### src/hdl/rtc_params.svh
// Offsets, field positions, reset values and timing counts of the block
`ifndef RTC_PARAMS_SVH
`define RTC_PARAMS_SVH
// ============================================================
// Register offsets
`define RTC_OFS_REDUND    8'h22
`define RTC_OFS_SEED_LO   8'h23
`define RTC_OFS_SEED_HI   8'h24
`define RTC_OFS_SLOT      8'h25
`define RTC_OFS_AUX       8'h26
`define RTC_OFS_PRESET    8'h27
`define RTC_OFS_THR       8'h29
`define RTC_OFS_IRQ_STAT  8'h30
`define RTC_OFS_IRQ_MASK  8'h31
// ============================================================
// Reset values
`define RTC_RST_REDUND    8'h03
`define RTC_RST_SEED      8'h63
`define RTC_RST_ZERO      8'h00
`define RTC_RST_THR       8'h08
// ============================================================
// Field positions and codes
`define RTC_BIT_SHORT     4
`define RTC_BIT_RXCRC     3
`define RTC_BIT_TXCRC     2
`define RTC_BIT_SLOT_TOP  4
`define RTC_AUX_LOW       3'h0
`define RTC_AUX_HIGH      3'h1
`define RTC_AUX_ENV       3'h2
`define RTC_AUX_DATA      3'h3
`define RTC_AUX_CARRIER   3'h4
`define RTC_AUX_SUBCAR    3'h5
`define RTC_FIFO_DEPTH    7'h40
`define RTC_IRQ_FULL      0
`define RTC_IRQ_EMPTY     1
`define RTC_IRQ_SLOT      2
// ============================================================
// Timing
`define RTC_CLK_PERIOD_NS 8
`define RTC_SLOT_UNIT_NS  1000
`endif

### src/hdl/rtc_pkg.sv
// Types shared by the configuration register block
`default_nettype none
package rtc_pkg;
	// Register port request
	typedef struct packed {
		logic [7:0] addr;
		logic [7:0] wdata;
		logic       wr;
		logic       rd;
	} rtc_req_s;
	// Framer events, one-cycle pulses
	typedef struct packed {
		logic tx_start;
		logic rx_start;
		logic calc_start;
		logic cmd_end;
		logic slot_stop;
	} rtc_ev_s;
	// Internal signals for the auxiliary pin; base_rate_type_a only qualifies the demodulator taps
	typedef struct packed {
		logic miller_env;
		logic serial_data;
		logic carrier_demod;
		logic subcarrier_demod;
		logic base_rate_type_a;
	} rtc_src_s;
	typedef enum logic {RTC_IDLE, RTC_COUNT} rtc_slot_e;
	// Whole state of the block
	typedef struct packed {
		logic [7:0] redund;
		logic [7:0] seed_lo;
		logic [7:0] seed_hi;
		logic [7:0] slot_lo;
		logic [7:0] aux_sel;
		logic [7:0] preset;
		logic [7:0] thr;
		logic [2:0] irq_stat;
		logic [2:0] irq_mask;
		logic [7:0] rdata;
		logic       seed_load;
		logic [15:0] seed_value;
		logic       crc_short;
		logic       aux_pin;
		logic       demod_valid;
		logic       near_full;
		logic       near_empty;
		logic       auto_frame;
		logic       irq;
		rtc_slot_e  slot_state;
		logic [8:0] slot_cnt;
		logic [6:0] div_cnt;
	} rtc_state_s;
endpackage
`default_nettype wire

### src/hdl/rtc_config_regs.sv
// Checksum seed, slot interval, auxiliary pin and FIFO alert registers
`default_nettype none
`include "rtc_params.svh"
module rtc_config_regs
	import rtc_pkg::*;
(
	// Clock and reset
	input  wire logic       clk,
	input  wire logic       rstn,
	// Register port
	input  wire rtc_req_s   req,
	output logic [7:0]      rdata,
	// Framer and FIFO status
	input  wire rtc_ev_s    ev,
	input  wire rtc_src_s   src,
	input  wire logic [6:0] fifo_level,
	// Checksum generator
	output logic            seed_load,
	output logic [15:0]     seed_value,
	output logic            crc_short,
	// Slot timing
	output logic [8:0]      slot_interval,
	output logic            auto_frame,
	// Auxiliary pin and preset slot
	output logic            aux_test_output_pin,
	output logic            aux_demod_valid,
	output logic [7:0]      preset_slot_27,
	// FIFO alerts and interrupt
	output logic            fifo_nearly_full_flag,
	output logic            fifo_nearly_empty_flag,
	output logic            irq
);

	// ============================================================
	// Constants
	// Slot unit rounded up to whole clocks
	localparam int         SLOT_CYC  = (`RTC_SLOT_UNIT_NS
		+ `RTC_CLK_PERIOD_NS - 1) / `RTC_CLK_PERIOD_NS;
	localparam logic [6:0] SLOT_LAST = 7'(SLOT_CYC - 1);

	rtc_state_s st;
	rtc_state_s next_st;
	logic [8:0] interval;
	logic [6:0] free_space;
	logic [5:0] alert_thr;
	logic       slot_tick;
	logic [2:0] irq_events;

	// ============================================================
	// Functions
	// Pin source decode; reserved codes fall to low
	function automatic logic aux_mux(input logic [2:0] sel,
		input rtc_src_s s);
		logic v;
		v = 1'b0;
		case (sel)
			`RTC_AUX_LOW:     v = 1'b0;
			`RTC_AUX_HIGH:    v = 1'b1;
			`RTC_AUX_ENV:     v = s.miller_env;
			`RTC_AUX_DATA:    v = s.serial_data;
			`RTC_AUX_CARRIER: v = s.carrier_demod;
			`RTC_AUX_SUBCAR:  v = s.subcarrier_demod;
			default:          v = 1'b0;
		endcase
		return v;
	endfunction

	// Selection of a demodulator tap, used once for the validity tag
	function automatic logic is_demod(input logic [2:0] sel);
		return (sel == `RTC_AUX_CARRIER) || (sel == `RTC_AUX_SUBCAR);
	endfunction

	// Read decode; write-only and unmapped offsets read zero
	function automatic logic [7:0] read_mux(input logic [7:0] a,
		input rtc_state_s s);
		logic [7:0] d;
		d = 8'h00;
		if (a == `RTC_OFS_REDUND) begin
			d = s.redund;
		end else if (a == `RTC_OFS_SEED_LO) begin
			d = s.seed_lo;
		end else if (a == `RTC_OFS_SEED_HI) begin
			d = s.seed_hi;
		end else if (a == `RTC_OFS_SLOT) begin
			d = s.slot_lo;
		end else if (a == `RTC_OFS_AUX) begin
			d = s.aux_sel;
		end else if (a == `RTC_OFS_THR) begin
			d = s.thr;
		end else if (a == `RTC_OFS_IRQ_STAT) begin
			d = {5'h00, s.irq_stat};
		end else if (a == `RTC_OFS_IRQ_MASK) begin
			d = {5'h00, s.irq_mask};
		end else begin
			d = 8'h00;
		end
		return d;
	endfunction

	// ============================================================
	// Derived terms
	// Nine-bit interval joined from two registers
	assign interval   = {st.aux_sel[`RTC_BIT_SLOT_TOP], st.slot_lo};
	assign free_space = 7'(`RTC_FIFO_DEPTH - fifo_level);
	assign alert_thr  = st.thr[5:0];
	assign slot_tick  = (st.div_cnt == SLOT_LAST);

	// ============================================================
	// Next state
	always_comb begin
		next_st = st;
		next_st.seed_load  = 1'b0;
		next_st.auto_frame = 1'b0;
		next_st.rdata      = 8'h00;

		// Register writes; fixed-zero bits are stored as written
		if (req.wr) begin
			if (req.addr == `RTC_OFS_REDUND) begin
				next_st.redund = req.wdata;
			end else if (req.addr == `RTC_OFS_SEED_LO) begin
				next_st.seed_lo = req.wdata;
			end else if (req.addr == `RTC_OFS_SEED_HI) begin
				next_st.seed_hi = req.wdata;
			end else if (req.addr == `RTC_OFS_SLOT) begin
				next_st.slot_lo = req.wdata;
			end else if (req.addr == `RTC_OFS_AUX) begin
				next_st.aux_sel = req.wdata;
			end else if (req.addr == `RTC_OFS_PRESET) begin
				next_st.preset = req.wdata;
			end else if (req.addr == `RTC_OFS_THR) begin
				next_st.thr = req.wdata;
			end else if (req.addr == `RTC_OFS_IRQ_MASK) begin
				next_st.irq_mask = req.wdata[2:0];
			end
		end

		// Read data stands only in the cycle after the strobe
		if (req.rd) begin
			next_st.rdata = read_mux(req.addr, st);
		end

		// Seed load; short mode blanks the upper byte
		if ((ev.tx_start && st.redund[`RTC_BIT_TXCRC]) ||
			(ev.rx_start && st.redund[`RTC_BIT_RXCRC]) ||
			ev.calc_start) begin
			next_st.seed_load = 1'b1;
			next_st.crc_short = st.redund[`RTC_BIT_SHORT];
			next_st.seed_value[7:0] = st.seed_lo;
			if (st.redund[`RTC_BIT_SHORT]) begin
				next_st.seed_value[15:8] = 8'h00;
			end else begin
				next_st.seed_value[15:8] = st.seed_hi;
			end
		end

		// Slot timer, started by the end of the command frame.
		// The host offsets the interval to the frame start itself.
		case (st.slot_state)
			RTC_IDLE: begin
				next_st.div_cnt = 7'h00;
				if (ev.cmd_end && interval != 9'h000) begin
					next_st.slot_state = RTC_COUNT;
					next_st.slot_cnt   = interval;
				end
			end
			RTC_COUNT: begin
				next_st.div_cnt = slot_tick ? 7'h00 : st.div_cnt + 7'h01;
				if (ev.slot_stop || interval == 9'h000) begin
					next_st.slot_state = RTC_IDLE;
				end else if (ev.cmd_end) begin
					next_st.slot_cnt = interval;
					next_st.div_cnt  = 7'h00;
				end else if (slot_tick) begin
					if (st.slot_cnt <= 9'h001) begin
						// Repeat spacing for the next frame
						next_st.auto_frame = 1'b1;
						next_st.slot_cnt   = interval;
					end else begin
						next_st.slot_cnt = st.slot_cnt - 9'h001;
					end
				end
			end
			default: begin
				next_st.slot_state = RTC_IDLE;
			end
		endcase

		// Pin source; demodulator taps are flagged as meaningful
		// only during type A traffic at the base rate
		next_st.aux_pin     = aux_mux(st.aux_sel[2:0], src);
		next_st.demod_valid = is_demod(st.aux_sel[2:0])
			& src.base_rate_type_a;

		// FIFO alert comparisons against the six-bit threshold
		next_st.near_full  = free_space <= {1'b0, alert_thr};
		next_st.near_empty = fifo_level <= {1'b0, alert_thr};

		// Rising alerts and each automatic frame are interrupt events.
		// Kept inside this process so no loop runs through next_st.
		irq_events = {
			next_st.auto_frame,
			next_st.near_empty & ~st.near_empty,
			next_st.near_full & ~st.near_full
		};

		// Sticky status: an event in the clearing cycle survives
		for (int i = 0; i < 3; i++) begin
			if (irq_events[i]) begin
				next_st.irq_stat[i] = 1'b1;
			end else if (req.wr && req.addr == `RTC_OFS_IRQ_STAT &&
				req.wdata[i]) begin
				next_st.irq_stat[i] = 1'b0;
			end
		end
		next_st.irq = |(next_st.irq_stat & next_st.irq_mask);
	end

	// ============================================================
	// State register
	always_ff @(posedge clk) begin
		if (!rstn) begin
			st            <= '0;
			st.redund     <= `RTC_RST_REDUND;
			st.seed_lo    <= `RTC_RST_SEED;
			st.seed_hi    <= `RTC_RST_SEED;
			st.slot_lo    <= `RTC_RST_ZERO;
			st.aux_sel    <= `RTC_RST_ZERO;
			st.preset     <= `RTC_RST_ZERO;
			st.thr        <= `RTC_RST_THR;
			st.slot_state <= RTC_IDLE;
		end else begin
			st <= next_st;
		end
	end

	// ============================================================
	// Outputs, all straight from the state register
	assign rdata                  = st.rdata;
	assign seed_load              = st.seed_load;
	assign seed_value             = st.seed_value;
	assign crc_short              = st.crc_short;
	assign slot_interval          = interval;
	assign auto_frame             = st.auto_frame;
	assign aux_test_output_pin    = st.aux_pin;
	assign aux_demod_valid        = st.demod_valid;
	assign preset_slot_27         = st.preset;
	assign fifo_nearly_full_flag  = st.near_full;
	assign fifo_nearly_empty_flag = st.near_empty;
	assign irq                    = st.irq;
endmodule
`default_nettype wire

### config.mk
export PLATFORM = sky130hd
export DESIGN_NAME = rtc_config_regs
export DESIGN_NICKNAME = d
export VERILOG_FILES = /design/src/hdl/rtc_pkg.sv /design/src/hdl/rtc_config_regs.sv
export VERILOG_INCLUDE_DIRS = /design/src /design/src/hdl
export SDC_FILE = /design/constraint.sdc
export NUM_CORES = 1
export LEC_CHECK = 0
export ABC_CLOCK_PERIOD_IN_PS = 3800
export BUFFER_PORTS_ARGS = -buffer_cell sky130_fd_sc_hd__buf_2
export CAP_MARGIN = 20
export CELL_PAD_IN_SITES_DETAIL_PLACEMENT = 1
export CELL_PAD_IN_SITES_GLOBAL_PLACEMENT = 1
export CORE_ASPECT_RATIO = 1.1
export CORE_MARGIN = 2
export CORE_UTILIZATION = 35
export CTS_CLUSTER_DIAMETER = 100
export DETAILED_ROUTE_END_ITERATION = 7
export PLACE_DENSITY_LB_ADDON = 0.1
export SLEW_MARGIN = 10
export SYNTH_ARGS = -nofsm -noshare
export SYNTH_HDL_FRONTEND = slang
export SYNTH_SLANG_ARGS = --single-unit
### constraint.sdc
create_clock -name clk -period 3.8 [get_ports clk]
set_input_delay 0.57 -clock clk [delete_from_list [all_inputs] [get_ports clk]]
set_output_delay 0.57 -clock clk [all_outputs]
set_load 0.05 [all_outputs]
==> summary.md <==
| Metric | Value |
|---|---|
| Arr. time, crit path | `2.80 ns` |
| Type of the most critical hold path | `input pin to flop` |
| H-tree depth | `3` |
| Worst R2R Start | `st[8]` |
| CP max stage delay | `0.48 ns` |
| Setup Total Neg Slack | `0 ns` |
| Grt ovf | `0` |
| Tcrit/Tclk final | `0.675` |
| Power density cells | `366 nW/µm²` |
| Ant diodes | `0` |
| Synth top cells by count | `dfxtp_1, nand2_1, mux2i_1, nor2b_1, buf_4` |
| Via-to-Cell Ratio | `5.16` |
| Avg Cell Area, Syn | `8.85 µm²` |
| First DRT Iteration DRCs | `163` |
| Slew Limit Fails | `0` |
| Synth area leader | `dfxtp_1` |
| Most used flip-flop cell after synthesis | `dfxtp_1` |
| Clk buf depth | `2` |
| Row Count | `49` |
| Clk root buf | `clkbuf_16` |
| WP buf/inv | `2` |
| Number of global-route vias before repair | `4800` |
| Fill cell count | `1926` |
| Syn. warnings | `0` |
| Die W | `~130 µm` |
| Crit-path cells | `buf_2 -> inv_1 -> ha_1 -> or3b_2 -> xor2_1 -> ha_1 -> nand3_1 -> a21oi_1 -> a211oi_1 -> o211a_1 -> a32oi_2 -> o221ai_2` |
| Slowest cell on the critical path | `or3b_2` |
| Initial antenna violation count | `2` |
| CTS tree | `done` |
| Clk slew on worst S/H paths | `about 0.070 ns` |
| Post-CTS Hold Fix Bufs | `0` |
| Number of flops mapped to enable cells by yosys | `0` |
| Post-CTS Setup Bufs | `0` |
| Post-DP Area | `roughly 6000 µm²` |
| Maximum VDD drop | `0.000180 V` |
| Minimum clock period | `2.56 ns` |
| Most common cell in the netlist | `dfxtp_1` |
| Finished Cell Area | `6290 µm²` |
| Measured slew at the worst slew-check pin | `~0.67 ns` |
| Final setup viols | `0` |
| Max frequency | `about 0.39 GHz` |
| Final Hold Fails | `0` |
| Outcome | `complete, no violations` |
| Syn_nets | `702` |
| Routed len/inst | `18.2 µm` |
| CP startpoint | `fifo_level[0]` |
| Core footprint | `~16000 µm²` |
| Clk_skew | `between 0.01 and 0.015 ns` |
| Initial core utilization | `0.354` |
| Worst Setup Path Type | `input pin to flop` |
| GRT Util Overall | `0.190` |
| Critical path capture point type | `flop` |
| Post-Route WL | `16.1 mm` |
| Global-route wire length before repair | `26.4 mm` |
| Cts bufs inserted | `9` |
| Nets | `731` |
| Layout area overhead | `9.66%` |
| Final core occ | `0.389` |
| Critical Path RT | `4.03 ns` |
| Max_slew headroom | `0.555` |
| Top Ports | `86` |
| Synthesized area | `5740 µm²` |
| Hold_sp | `src[0]` |
| Distinct cell type count after synthesis | `63` |
| Post-Syn Instances | `648` |
| Die area | `between 15000 and 20000 µm²` |
| Clock latency on the worst-skew pair | `approximately 0.36 ns` |
| Clock sinks | `111` |
| #FFs+latches synth | `111` |
| Synth area leaders | `dfxtp_1, mux2i_1, buf_4` |
| Fraction of layout cells with a size suffix above 1 | `0.185` |
| Most used cell, CP | `ha_1` |
| Leakage power | `2.56 nW` |
| Pre-antenna DRT Iters | `4` |
| Sequential area share after synthesis | `0.387` |
| Maximum fanout along the worst path | `2` |
| DP Wirelength | `12.1 mm` |
| Post-synth top area share | `0.387` |
| RSZ-0062 raised after global routing | `false` |
| Die height | `138 µm` |
| Worst path top cell family by delay | `compound AO/OA/AOI/OAI gates` |
| Asr flop ratio synth | `0` |
| Total of max-cap violations | `0` |
| DR vias | `approximately 4600` |
| CTS resizes | `0` |
| PortBufs | `85` |
| Remaining antenna violation count | `0` |
| DRC viols | `0` |
| Largest net degree at the start of global routing | `51` |
| CP Launch Type | `input pin` |
| Global placement routability congestion | `between 0.8 and 0.9` |
==> through the flow <==
stage          setup slack [ns]  cells  total power [mW]  hold WS (ns)
5_1_grt                    1.08    886              2.39         0.456
2_1_floorplan              1.21    648              1.33         0.426
3_5_place_dp              0.870    870              1.40         0.451
3_3_place_gp              0.977    870              1.40         0.447
4_1_cts                    1.24    886              2.33         0.447
6_report                   1.24    886              2.30         0.456
==> layout make-up <==
cell class	count	area [µm²]	area share
sequential	111	2220	0.353
clock buffer	11	243	0.0386
inverter	21	78.8	0.0125
tap	204	255	0.0406
timing repair buffer	89	455	0.0724
clock inverter	5	41.3	0.00656
multi-input combinational	445	3000	0.476
==> logic make-up (layout without fill, tap and decap cells) <==
| kind of cell | Yosys count | in the layout | share of synthesized area |
|---|---|---|---|
| simple gates | 241 | 241 | 0.231 |
| compound gates | 124 | 124 | 0.146 |
| flops | 111 | 111 | 0.387 |
| buf+inv | 92 | 126 | 0.0905 |
| mux | 51 | 51 | 0.0899 |
| fa+ha+maj | 17 | 17 | 0.0371 |
| xor+xnor | 12 | 12 | 0.0183 |
==> final timing paths <==
check	end	slack, ns	cells after the start
max	irq	1.24	12
max reg2reg	st[11]	1.67	7
min	aux_demod_valid	0.46	2
min reg2reg	seed_value[12]	0.46	2
==> registers in the layout, summed over array words and instances (netlist names) <==
register	flops
aux_test_output_pin	1
seed_value	16
auto_frame	1
crc_short	1
fifo_nearly_full_flag	1
fifo_nearly_empty_flag	1
alert_thr	6
seed_load	1
irq	1
aux_demod_valid	1
rdata	8
slot_interval	9
st	56
preset_slot_27	8
==> layer usage <==
metal | up-vias | part of all wire | global-route usage
met5 | - | 0.00081 | 0
met4 | 2 | 0.016 | 0.0561
met3 | 20 | 0.031 | 0.0387
met2 | 61 | 0.49 | 0.327
met1 | 2226 | 0.46 | 0.240
li1 | 2264 | - | -
==> placed cells by master, fill, tap and decap left out, types with 3 or more instances in the layout <==
cell	count
nand4_1	3
nand3b_1	10
a21oi_1	33
o22ai_1	7
ha_1	17
clkbuf_16	9
nand3_1	27
dfxtp_1	111
a22oi_1	7
nand2_2	3
xnor2_1	8
inv_1	21
o211a_1	3
nor3_1	8
and3_1	5
nand2_1	81
a31oi_1	4
o2bb2ai_1	3
nor2_1	25
o21ai_0	17
buf_2	85
a221oi_1	4
a21boi_0	28
buf_4	4
o211ai_1	3
nor3b_1	5
mux2i_1	47
mux2_2	4
xor2_1	4
nor2b_1	47
and2_1	5
==> where the power goes <==
group / total [mW] / internal [mW] / switching (mW)
clock network: 0.931 / 0.471 / 0.460
registers: 1.18 / 1.17 / 0.00552
logic: 0.193 / 0.0640 / 0.129
(Power assumes the default switching activity.)
